===== config.mk =====
export PLATFORM = sky130hd
export DESIGN_NAME = spi_master_slave_buffered
export DESIGN_NICKNAME = d
export VERILOG_FILES = /design/src/rtl/spi_pkg.sv /design/src/rtl/spi_rate_gen.sv /design/src/rtl/spi_shift_reg.sv /design/src/rtl/spi_master_slave_buffered.sv
export SDC_FILE = /design/constraint.sdc
export NUM_CORES = 1
export LEC_CHECK = 0
export BUFFER_PORTS_ARGS = -buffer_cell sky130_fd_sc_hd__clkbuf_2
export CORE_ASPECT_RATIO = 1.25
export CORE_UTILIZATION = 48
export DETAILED_ROUTE_END_ITERATION = 8
export PLACE_DENSITY = 0.77
export SKIP_CTS_REPAIR_TIMING = 1
export SLEW_MARGIN = 20
export SYNTH_ARGS = -nofsm -noshare
export SYNTH_HDL_FRONTEND = slang
export SYNTH_SLANG_ARGS = --single-unit

===== constraint.sdc =====
create_clock -name clk -period 2.4 [get_ports clk]
set_input_delay 0.12 -clock clk [delete_from_list [all_inputs] [get_ports clk]]
set_output_delay 0.12 -clock clk [all_outputs]
set_load 0.05 [all_outputs]

===== src/rtl/spi_pkg.sv =====
`default_nettype none

package spi_pkg;

  // ==========================================================
  // Bus geometry
  localparam int ADDR_W = 10;
  localparam int DATA_W = 32;
  localparam int BYTE_W = 8;

  // ==========================================================
  // Register indices and byte addresses
  localparam logic [7:0] IDX_CONTROL = 8'hd5;
  localparam logic [7:0] IDX_STATUS  = 8'haa;
  localparam logic [7:0] IDX_DATA    = 8'h86;
  localparam logic [7:0] IDX_AUX     = 8'ha8;

  localparam logic [ADDR_W-1:0] ADDR_CONTROL = {IDX_CONTROL, 2'h0};
  localparam logic [ADDR_W-1:0] ADDR_STATUS  = {IDX_STATUS, 2'h0};
  localparam logic [ADDR_W-1:0] ADDR_DATA    = {IDX_DATA, 2'h0};
  localparam logic [ADDR_W-1:0] ADDR_AUX     = {IDX_AUX, 2'h0};

  // ==========================================================
  // Field positions
  localparam int CTL_IRQ_EN = 7;
  localparam int CTL_ENABLE = 6;
  localparam int CTL_ORDER  = 5;
  localparam int CTL_MASTER = 4;
  localparam int CTL_CLOCK_POLARITY   = 3;
  localparam int CTL_CLOCK_PHASE   = 2;
  localparam int CTL_RATE_H = 1;
  localparam int CTL_RATE_L = 0;

  localparam int ST_DONE  = 7;
  localparam int ST_COLL  = 6;
  localparam int ST_LOAD  = 5;
  localparam int ST_SLAVE_OUTPUT_DISABLE = 1;
  localparam int ST_ENH   = 0;

  localparam int AUX_ES = 0;

  // ==========================================================
  // Reset values
  localparam logic [7:0] CONTROL_RST = 8'h00;
  localparam logic [7:0] DATA_RST    = 8'h00;

  // ==========================================================
  // Transfer timing
  localparam logic [3:0] BIT_LAST    = 4'h7;
  localparam logic [3:0] LOAD_WINDOW = 4'h4;
  localparam int HALF_W   = 6;
  localparam int DIV_CODE0 = 2;
  localparam int DIV_CODE1 = 8;
  localparam int DIV_CODE2 = 32;
  localparam int DIV_CODE3 = 64;

  // ==========================================================
  // Master sequencer states
  typedef enum logic [2:0] {
    M_IDLE = 3'h1,
    M_WAIT = 3'h2,
    M_RUN  = 3'h4
  } master_state_t;

endpackage : spi_pkg

`default_nettype wire


===== src/rtl/spi_rate_gen.sv =====
`default_nettype none

// ============================================================
// Free running bit slot generator
module spi_rate_gen #(
  parameter int HALF_W = 6
) (
  input  wire logic              clk,
  input  wire logic              srst,
  input  wire logic [HALF_W-1:0] half_count,
  output logic                   half_tick,
  output logic                   slot_tick
);

  logic [HALF_W-1:0] cnt_q;
  logic              phase_q;

  assign half_tick = (cnt_q >= half_count - HALF_W'(1));
  assign slot_tick = half_tick & phase_q;

  always_ff @(posedge clk) begin
    if (srst) begin
      cnt_q <= '0;
    end else if (half_tick) begin
      cnt_q <= '0;
    end else begin
      cnt_q <= cnt_q + HALF_W'(1);
    end
  end

  always_ff @(posedge clk) begin
    if (srst) begin
      phase_q <= 1'b0;
    end else if (half_tick) begin
      phase_q <= ~phase_q;
    end
  end

endmodule : spi_rate_gen

`default_nettype wire


===== src/rtl/spi_shift_reg.sv =====
`default_nettype none

// ============================================================
// Byte shifter, either bit order
module spi_shift_reg #(
  parameter int W = 8
) (
  input  wire logic         clk,
  input  wire logic         srst,
  input  wire logic         load,
  input  wire logic [W-1:0] load_data,
  input  wire logic         shift,
  input  wire logic         in_bit,
  input  wire logic         lsb_first,
  output logic [W-1:0]      q,
  output logic [W-1:0]      shifted,
  output logic              out_now
);

  assign shifted = lsb_first ? {in_bit, q[W-1:1]} : {q[W-2:0], in_bit};
  assign out_now = lsb_first ? q[0] : q[W-1];

  always_ff @(posedge clk) begin
    if (srst) begin
      q <= '0;
    end else if (load) begin
      q <= load_data;
    end else if (shift) begin
      q <= shifted;
    end
  end

endmodule : spi_shift_reg

`default_nettype wire


===== src/rtl/spi_master_slave_buffered.sv =====
// Behaviour
// [RL1] Clock pin output as master, input as slave
// [RL2] Master bit picks master and data directions
// [RL3] Master ignores slave select pin
// [RL4] Slave active only while select held low
// [RL5] Normal master data write starts transfer
// [RL6] Master start waits for next bit slot
// [RL7] After byte: stop, set done, store received
// [RL8] Interrupt needs both enables and done
// [RL9] Data address: write transmits, read receives
// [RL10] Normal busy write: collision, byte dropped
// [RL11] Buffered write fills buffer, flags full
// [RL12] Buffer move clears full; idle moves immediately
// [RL13] Load window high for first four bits
// [RL14] Software checks window and full before writing
// [RL15] Full at completion: reload, keep clocking
// [RL16] Enable bit connects pins, else disabled
// [RL17] Order bit one selects LSB first
// [RL18] Polarity bit sets idle clock level
// [RL19] Phase with polarity sets edge timing
// [RL20] Rate bits divide by 2/8/32/64
// [RL21] Software sets enable last, master first
// [RL22] Unloaded slave echoes last received byte
// [RL23] Status read then data access clears done
// [RL24] Output disable bit tristates slave data out
// [RL25] Phase zero samples leading, phase one trailing
// [RL26] Exactly eight clock cycles per byte
`default_nettype none

module spi_master_slave_buffered (
  input  wire logic                       clk,
  input  wire logic                       srst,
  input  wire logic [spi_pkg::ADDR_W-1:0] avs_address,
  input  wire logic                       avs_read,
  input  wire logic                       avs_write,
  input  wire logic [3:0]                 avs_byteenable,
  input  wire logic [spi_pkg::DATA_W-1:0] avs_writedata,
  output logic [spi_pkg::DATA_W-1:0]      avs_readdata,
  output logic                            avs_waitrequest,
  input  wire logic                       sck_i,
  output logic                            sck_o,
  output logic                            sck_oe,
  input  wire logic                       mosi_i,
  output logic                            mosi_o,
  output logic                            mosi_oe,
  input  wire logic                       miso_i,
  output logic                            miso_o,
  output logic                            miso_oe,
  input  wire logic                       ss_n,
  output logic                            spi_irq
);

  // ==========================================================
  // Declarations
  logic [7:0]                  ctrl_q;
  logic                        enh_q;
  logic                        slave_output_disable_q;
  logic                        es_q;
  logic                        done_q;
  logic                        coll_q;
  logic                        armed_q;
  logic [7:0]                  txbuf_q;
  logic [7:0]                  rxbuf_q;
  logic [7:0]                  rdata_q;
  logic                        ack_q;
  logic                        sbusy_q;
  logic [3:0]                  bitcnt_q;
  logic                        sample_q;
  logic                        sck_q;
  logic                        sck_prev_q;
  logic                        out_q;
  spi_pkg::master_state_t      st_q;
  spi_pkg::master_state_t      st_d;

  logic                        en;
  logic                        master;
  logic                        slave_sel;
  logic                        clock_polarity;
  logic                        clock_phase;
  logic                        lsb;
  logic [spi_pkg::HALF_W-1:0]  half_count;
  logic                        half_tick;
  logic                        slot_tick;
  logic                        m_edge;
  logic                        lead;
  logic                        trail;
  logic                        last_trail;
  logic                        busy;
  logic                        active;
  logic                        load_win;
  logic                        req;
  logic                        take;
  logic                        wr_take;
  logic                        data_wr;
  logic                        data_rd;
  logic                        stat_rd;
  logic                        clr_seq;
  logic                        nrm_load;
  logic                        enh_move;
  logic                        enh_chain;
  logic                        sh_load;
  logic [7:0]                  sh_load_data;
  logic                        in_pin;
  logic [7:0]                  sh_q;
  logic [7:0]                  sh_shifted;
  logic                        sh_out;
  logic [7:0]                  status_val;

  function automatic logic first_bit(input logic [7:0] d, input logic lsb_first);
    first_bit = lsb_first ? d[0] : d[7];
  endfunction : first_bit

  // ==========================================================
  // Mode decode
  assign en        = ctrl_q[spi_pkg::CTL_ENABLE];                                 // RL16
  assign master    = en & ctrl_q[spi_pkg::CTL_MASTER];                            // RL2
  assign slave_sel = en & ~ctrl_q[spi_pkg::CTL_MASTER] & ~ss_n;                   // RL4
  assign clock_polarity      = ctrl_q[spi_pkg::CTL_CLOCK_POLARITY];
  assign clock_phase      = ctrl_q[spi_pkg::CTL_CLOCK_PHASE];
  assign lsb       = ctrl_q[spi_pkg::CTL_ORDER];                                  // RL17

  always_comb begin
    case ({ctrl_q[spi_pkg::CTL_RATE_H], ctrl_q[spi_pkg::CTL_RATE_L]})             // RL20
      2'h0:    half_count = spi_pkg::HALF_W'(spi_pkg::DIV_CODE0 / 2);
      2'h1:    half_count = spi_pkg::HALF_W'(spi_pkg::DIV_CODE1 / 2);
      2'h2:    half_count = spi_pkg::HALF_W'(spi_pkg::DIV_CODE2 / 2);
      default: half_count = spi_pkg::HALF_W'(spi_pkg::DIV_CODE3 / 2);
    endcase
  end

  spi_rate_gen #(
    .HALF_W (spi_pkg::HALF_W)
  ) u_rate (
    .clk        (clk),
    .srst       (srst),
    .half_count (half_count),
    .half_tick  (half_tick),
    .slot_tick  (slot_tick)
  );

  // ==========================================================
  // Edge detection, master and slave
  assign m_edge = ((st_q == spi_pkg::M_RUN) & half_tick)
                | ((st_q == spi_pkg::M_WAIT) & slot_tick);                       // RL6
  assign lead   = master ? (m_edge & (sck_q == clock_polarity))
                         : (slave_sel & (sck_prev_q == clock_polarity) & (sck_i != clock_polarity));   // RL1
  assign trail  = master ? (m_edge & (sck_q != clock_polarity))
                         : (slave_sel & (sck_prev_q != clock_polarity) & (sck_i == clock_polarity));
  assign last_trail = trail & (bitcnt_q == spi_pkg::BIT_LAST);                    // RL26
  assign busy     = master ? (st_q != spi_pkg::M_IDLE) : sbusy_q;
  assign active   = master ? (st_q == spi_pkg::M_RUN) : sbusy_q;
  assign load_win = active & (bitcnt_q < spi_pkg::LOAD_WINDOW);                   // RL13
  assign in_pin   = master ? miso_i : mosi_i;

  always_ff @(posedge clk) begin
    if (srst) begin
      sck_prev_q <= 1'b0;
    end else begin
      sck_prev_q <= sck_i;
    end
  end

  // ==========================================================
  // Register bus
  assign req             = avs_read | avs_write;
  assign avs_waitrequest = req & ~ack_q;
  assign take            = req & ack_q;
  assign wr_take         = avs_write & ack_q & avs_byteenable[0];
  assign data_wr         = wr_take & (avs_address == spi_pkg::ADDR_DATA);         // RL9
  assign data_rd         = avs_read & ack_q & (avs_address == spi_pkg::ADDR_DATA);
  assign stat_rd         = avs_read & ack_q & (avs_address == spi_pkg::ADDR_STATUS);
  assign clr_seq         = armed_q & (data_rd | data_wr);                         // RL23
  assign avs_readdata    = {{(spi_pkg::DATA_W - spi_pkg::BYTE_W){1'b0}}, rdata_q};

  always_comb begin
    status_val                    = 8'h00;
    status_val[spi_pkg::ST_DONE]  = done_q;
    status_val[spi_pkg::ST_COLL]  = coll_q;
    status_val[spi_pkg::ST_LOAD]  = load_win;
    status_val[spi_pkg::ST_SLAVE_OUTPUT_DISABLE] = slave_output_disable_q;
    status_val[spi_pkg::ST_ENH]   = enh_q;
  end

  always_ff @(posedge clk) begin
    if (srst) begin
      ack_q <= 1'b0;
    end else begin
      ack_q <= req & ~ack_q;
    end
  end

  always_ff @(posedge clk) begin
    if (srst) begin
      rdata_q <= 8'h00;
    end else if (avs_read & ~ack_q) begin
      case (avs_address)
        spi_pkg::ADDR_CONTROL: rdata_q <= ctrl_q;
        spi_pkg::ADDR_STATUS:  rdata_q <= status_val;
        spi_pkg::ADDR_DATA:    rdata_q <= rxbuf_q;                                // RL9
        spi_pkg::ADDR_AUX:     rdata_q <= {7'h00, es_q};
        default:               rdata_q <= 8'h00;
      endcase
    end
  end

  always_ff @(posedge clk) begin
    if (srst) begin
      ctrl_q <= spi_pkg::CONTROL_RST;
    end else if (wr_take & (avs_address == spi_pkg::ADDR_CONTROL)) begin
      ctrl_q <= avs_writedata[7:0];
    end
  end

  always_ff @(posedge clk) begin
    if (srst) begin
      enh_q   <= 1'b0;
      slave_output_disable_q <= 1'b0;
    end else if (wr_take & (avs_address == spi_pkg::ADDR_STATUS)) begin
      enh_q   <= avs_writedata[spi_pkg::ST_ENH];
      slave_output_disable_q <= avs_writedata[spi_pkg::ST_SLAVE_OUTPUT_DISABLE];
    end
  end

  always_ff @(posedge clk) begin
    if (srst) begin
      es_q <= 1'b0;
    end else if (wr_take & (avs_address == spi_pkg::ADDR_AUX)) begin
      es_q <= avs_writedata[spi_pkg::AUX_ES];
    end
  end

  always_ff @(posedge clk) begin
    if (srst) begin
      armed_q <= 1'b0;
    end else if (stat_rd) begin
      armed_q <= 1'b1;
    end else if (data_rd | data_wr) begin
      armed_q <= 1'b0;
    end
  end

  // ==========================================================
  // Transmit path and flags
  assign nrm_load  = data_wr & ~enh_q & ~busy;                                    // RL5
  assign enh_move  = enh_q & coll_q & ~busy;                                      // RL12
  assign enh_chain = enh_q & coll_q & last_trail;                                 // RL15
  assign sh_load   = nrm_load | enh_move | enh_chain;
  assign sh_load_data = nrm_load ? avs_writedata[7:0] : txbuf_q;

  always_ff @(posedge clk) begin
    if (srst) begin
      txbuf_q <= spi_pkg::DATA_RST;
    end else if (data_wr & enh_q) begin
      txbuf_q <= avs_writedata[7:0];                                              // RL11
    end
  end

  always_ff @(posedge clk) begin
    if (srst) begin
      coll_q <= 1'b0;
    end else if (data_wr & (enh_q | busy)) begin
      coll_q <= 1'b1;                                                             // RL10 RL11
    end else if (enh_q ? (enh_move | enh_chain) : clr_seq) begin
      coll_q <= 1'b0;                                                             // RL12
    end
  end

  always_ff @(posedge clk) begin
    if (srst) begin
      done_q <= 1'b0;
    end else if (last_trail) begin
      done_q <= 1'b1;                                                             // RL7
    end else if (clr_seq) begin
      done_q <= 1'b0;                                                             // RL23
    end
  end

  always_ff @(posedge clk) begin
    if (srst) begin
      rxbuf_q <= spi_pkg::DATA_RST;
    end else if (last_trail) begin
      rxbuf_q <= sh_shifted;                                                      // RL7
    end
  end

  assign spi_irq = done_q & ctrl_q[spi_pkg::CTL_IRQ_EN] & es_q;                   // RL8

  // ==========================================================
  // Shift register
  spi_shift_reg #(
    .W (spi_pkg::BYTE_W)
  ) u_shift (
    .clk       (clk),
    .srst      (srst),
    .load      (sh_load),
    .load_data (sh_load_data),
    .shift     (trail),
    .in_bit    (clock_phase ? in_pin : sample_q),                                        // RL22 RL25
    .lsb_first (lsb),
    .q         (sh_q),
    .shifted   (sh_shifted),
    .out_now   (sh_out)
  );

  always_ff @(posedge clk) begin
    if (srst) begin
      sample_q <= 1'b0;
    end else if (lead) begin
      sample_q <= in_pin;                                                         // RL25
    end
  end

  always_ff @(posedge clk) begin
    if (srst) begin
      out_q <= 1'b0;
    end else if (~active) begin
      out_q <= sh_load ? first_bit(sh_load_data, lsb) : sh_out;                   // RL25
    end else if (~clock_phase & trail) begin
      out_q <= sh_load ? first_bit(sh_load_data, lsb) : first_bit(sh_shifted, lsb); // RL19
    end else if (clock_phase & lead) begin
      out_q <= sh_out;                                                            // RL25
    end
  end

  always_ff @(posedge clk) begin
    if (srst) begin
      bitcnt_q <= 4'h0;
    end else if (~active) begin
      bitcnt_q <= 4'h0;
    end else if (trail) begin
      bitcnt_q <= last_trail ? 4'h0 : bitcnt_q + 4'h1;                            // RL26
    end
  end

  // ==========================================================
  // Slave sequencing
  always_ff @(posedge clk) begin
    if (srst) begin
      sbusy_q <= 1'b0;
    end else if (~slave_sel) begin
      sbusy_q <= 1'b0;                                                            // RL4
    end else if (last_trail) begin
      sbusy_q <= 1'b0;
    end else if (lead) begin
      sbusy_q <= 1'b1;
    end
  end

  // ==========================================================
  // Master sequencing
  always_comb begin
    st_d = st_q;
    case (st_q)
      spi_pkg::M_IDLE: begin
        if (master & sh_load) begin
          st_d = spi_pkg::M_WAIT;                                                 // RL5
        end
      end
      spi_pkg::M_WAIT: begin
        if (slot_tick) begin
          st_d = spi_pkg::M_RUN;                                                  // RL6
        end
      end
      spi_pkg::M_RUN: begin
        if (last_trail & ~enh_chain) begin
          st_d = spi_pkg::M_IDLE;                                                 // RL7 RL15
        end
      end
      default: st_d = spi_pkg::M_IDLE;
    endcase
    if (~master) begin
      st_d = spi_pkg::M_IDLE;
    end
  end

  always_ff @(posedge clk) begin
    if (srst) begin
      st_q <= spi_pkg::M_IDLE;
    end else begin
      st_q <= st_d;
    end
  end

  always_ff @(posedge clk) begin
    if (srst) begin
      sck_q <= 1'b0;
    end else if (st_q == spi_pkg::M_IDLE) begin
      sck_q <= clock_polarity;                                                              // RL18
    end else if (m_edge) begin
      sck_q <= ~sck_q;
    end
  end

  // ==========================================================
  // Pins
  assign sck_o   = sck_q;
  assign sck_oe  = master;                                                        // RL1
  assign mosi_o  = out_q;
  assign mosi_oe = master;                                                        // RL2 RL3
  assign miso_o  = out_q;
  assign miso_oe = slave_sel & ~slave_output_disable_q;                                          // RL24 RL16
endmodule : spi_master_slave_buffered

`default_nettype wire


==> impl_summary.log <==
INFO  metric sequential_area = 1320 um2
INFO  metric area_growth_syn_to_layout = 25.8%
INFO  metric num_antenna_cells = 0
INFO  metric crit_type = reg2reg
INFO  metric synth_seq_cells = 66
INFO  metric core_region_area = 7060 um2
INFO  metric netlist_instances = ~440
INFO  metric synthSimpleGateAreaFrac = between 20% and 30%
INFO  metric synth_compound_gate_area_share = approximately a fifth
INFO  metric critical_path_required = between 2 and 3 ns
INFO  metric global_route.overflow_total = 0
INFO  metric post_dr_vias_cell = between 5 and 6
INFO  metric min-delay-path-class = in2reg
INFO  metric netlist_area = 3550 um2
INFO  metric violations = negative setup slack
INFO  metric cp.arrival = roughly 2.7 ns
INFO  metric dr_total_vias = 3329
INFO  metric port_buffers = 42
INFO  metric final_setup_violation_count = 14
INFO  metric final_hold_viol_count = 0
INFO  metric wirelength = 9440 um
INFO  metric power_density_over_the_cells = roughly 550 nW/um2
INFO  metric final_nets = 557
INFO  metric grt_pass1_wl = 13200 um
INFO  metric synth.area.top_cells = dfxtp_1, nor2_1, a21oi_1
INFO  metric cp-end-kind = flop
INFO  metric yosysTopAreaCellShare = a little under two fifths
INFO  metric antenna_found_initial = 0
INFO  metric rows = 34
INFO  metric start_util = 50.2%
INFO  metric synth_xor_xnor_area_share = under 10%
INFO  metric grt_setup_unrepaired = true
INFO  metric largest_family_of_logic_cells_by_synthesized_area = simple AND/OR/NAND/NOR gates
INFO  metric post_synth_fa_ha_maj_area_fraction = 2.82%
INFO  metric sequential_element_share_of_the_synthesized_area = between 30% and 40%
INFO  metric detailed_route_iter0_violations = ~260
INFO  metric status = finished, violations left
INFO  metric final_layout_size_suffix_gt1_share = 28.8%
INFO  metric clkTransAtPathRegs = about 0.07 ns
INFO  metric design_power_total = 2.45 mW
INFO  metric grt_max_degree = 33
INFO  metric post_synth.cell_area_avg = roughly 8.2 um2
INFO  metric chipHeight = between 90 and 100 um
INFO  metric synth_top_cells_by_count = nor2_1, dfxtp_1, a21oi_1
INFO  metric post-synth-top-count-cell = nor2_1
INFO  metric leakagePower = 1.70 nW
INFO  metric gr-usage-all-layers = roughly 22%
INFO  metric clock_tree.root_cell = clkbuf_8
INFO  metric routabilityCongestion = 0.859
INFO  metric worst-path-max-fanout = 6
INFO  metric i_o_pin_total = 94
INFO  metric drt-wirelength-per-cell = 16.0 um
INFO  metric synth.area.mux_share = under 10%
INFO  metric max_root_sink_buffers = 2
INFO  metric category_of_the_worst_setup_path_launch_point = flop
INFO  metric dieArea = 7740 um2
INFO  metric fillCellCount = 590
INFO  metric leading_register_cell_type_out_of_synthesis = dfxtp_1
INFO  metric die_w = 78.9 um
INFO  metric ir_drop = between 0.3 and 0.4 mV
INFO  metric placement.setup.worst_slack = -0.0401 ns
INFO  metric synth_enable_flop_cells = 0
INFO  metric tritoncts = built
INFO  metric worst_slack = -0.0835 ns
INFO  metric hold_depth = 3
INFO  metric drv_cap = 0
INFO  metric r2r_cells = 11
INFO  metric timing.slew.headroom = 54.4%
INFO  metric fin_crit = roughly 2.5 ns
INFO  metric htree_num_levels = 3
INFO  metric drtAntennaViolNets = 0
INFO  metric number_of_buffers_created_by_cts = 9
INFO  metric timing.clock.skew = 0.0128 ns
INFO  metric worstMarginPinSlew = about 0.68 ns
INFO  metric first_global_vias = 2881
INFO  metric fmax = around 400 MHz
INFO  metric proportion_of_register_bits_with_asynchronous_set_or_reset_after_synthesis = 0%
INFO  metric drc_errors = 0
INFO  metric synth_largest_area_cell = dfxtp_1
INFO  metric post-dp-hpwl = 6040 um
INFO  metric min_period_over_period = 103%
INFO  metric insertion_delay = between 0.3 and 0.4 ns
INFO  metric multiInputGateArea = 2190 um2
INFO  metric synth-warning-count = 0
INFO  metric timing_max_transition_violations_final = 0
INFO  metric drt-pass1-iter-count = 5
INFO  metric clock_sinks = 66
INFO  metric synth_cell_types = 57
-- metal layers --
metal / vias to the layer above / part of all wire [%] / GRT usage, %
met4: 0 / 3.1 / 12.0
met2: 112 / 52 / 36.1
met1: 1598 / 40 / 27.2
met5: - / 0 / 0
li1: 1595 / - / -
met3: 24 / 4.6 / 3.83
-- critical path: stages (launching register included) --
cell and delay, ns:
dfxtp_2 0.32, or2_4 0.26, ha_4 0.25, nand2b_4 0.10, a21oi_2 0.05, o2111a_1 0.28, nor3_4 0.32, buf_6 0.19
and2_4 0.21, buf_12 0.12, nor2_1 0.04, a211oi_1 0.23
-- cells in the final DEF, fill, tap and decap left out, drive strengths merged, types with 2 or more instances in the layout --
cell type	n
nand2	46
conb	25
or2	3
ha	8
dfxtp	66
nor3b	2
a32oi	2
nor3	6
or3b	2
a2111oi	2
mux2i	22
and2	3
o211ai	2
or3	4
nand3b	3
nand3	9
a21o	2
o21ai	7
and3	3
inv	7
xnor2	3
bufinv	3
a22oi	5
clkinv	2
clkbuf	55
nand4	2
a21oi	52
a222oi	4
nor2	72
mux2	2
buf	30
a211oi	17
a31oi	2
nand2b	6
nor2b	3
xor2	5
-- path summary, 6_finish.rpt --
| check | from | end | slack [ns] |
|---|---|---|---|
| setup / recovery | ctrl_q[1] | rxbuf_q[3] | -0.08 |
| hold / removal | avs_writedata[4] | txbuf_q[4] | 0.01 |
| setup reg to reg | ctrl_q[1] | rxbuf_q[3] | -0.08 |
| hold reg to reg | txbuf_q[3] | txbuf_q[3] | 0.45 |
-- flip-flops by register name, indices dropped and copies added (netlist names) --
register / cells
rxbuf_q: 8
slave_output_disable_q: 1
bitcnt_q: 4
u_rate.cnt_q: 6
miso_o: 1
st_q: 3
u_rate.phase_q: 1
sck_o: 1
ack_q: 1
sck_prev_q: 1
sample_q: 1
rdata_q: 8
ctrl_q: 8
u_shift.q: 8
txbuf_q: 8
armed_q: 1
done_q: 1
enh_q: 1
sbusy_q: 1
es_q: 1
coll_q: 1
-- through the flow --
step / hold slack [ns] / cells / TNS, ns / utilization [%] / area (um2)
floorplan: 0.248 / 458 / -0.000330 / - / 3640
global placement: 0.371 / 562 / 0 / 54.4 / 3840
detailed placement: 0.385 / 562 / -0.0916 / 54.4 / 3840
CTS: 0.00824 / 578 / -0.577 / 57.8 / 4080
global route: 0.0224 / 590 / -2.12 / 63.2 / 4460
finish: 0.0118 / 590 / -0.494 / 63.2 / 4460
-- kinds of logic (layout without fill, tap and decap cells) --
family,Yosys count,in the layout
AND/OR/NAND/NOR,170,170
adder cells (fa/ha/maj),8,8
other,2,25
multiplexers,24,24
flip-flops,66,66
XOR/XNOR,8,8
AO/OA/AOI/OAI,101,101
buffers and inverters,56,98
-- where the power goes --
part / leakage (nW) / total (mW) / switching [mW] / internal, mW
clock network: 0.117 / 1.16 / 0.470 / 0.694
logic: 1.05 / 0.183 / 0.143 / 0.0390
registers: 0.534 / 1.11 / 0.00698 / 1.10
total: 1.70 / 2.45 / 0.620 / 1.83
-- layout make-up --
class                   count  share of cell area, %
flip-flops and latches     66                   29.7
inverters                   7                  0.589
clock inverters             6                   2.58
well taps                  90                   2.52
clock buffers              10                   2.86
repair buffers             75                   12.7
multi-input cells         336                   49.1
(Power assumes the default switching activity.)
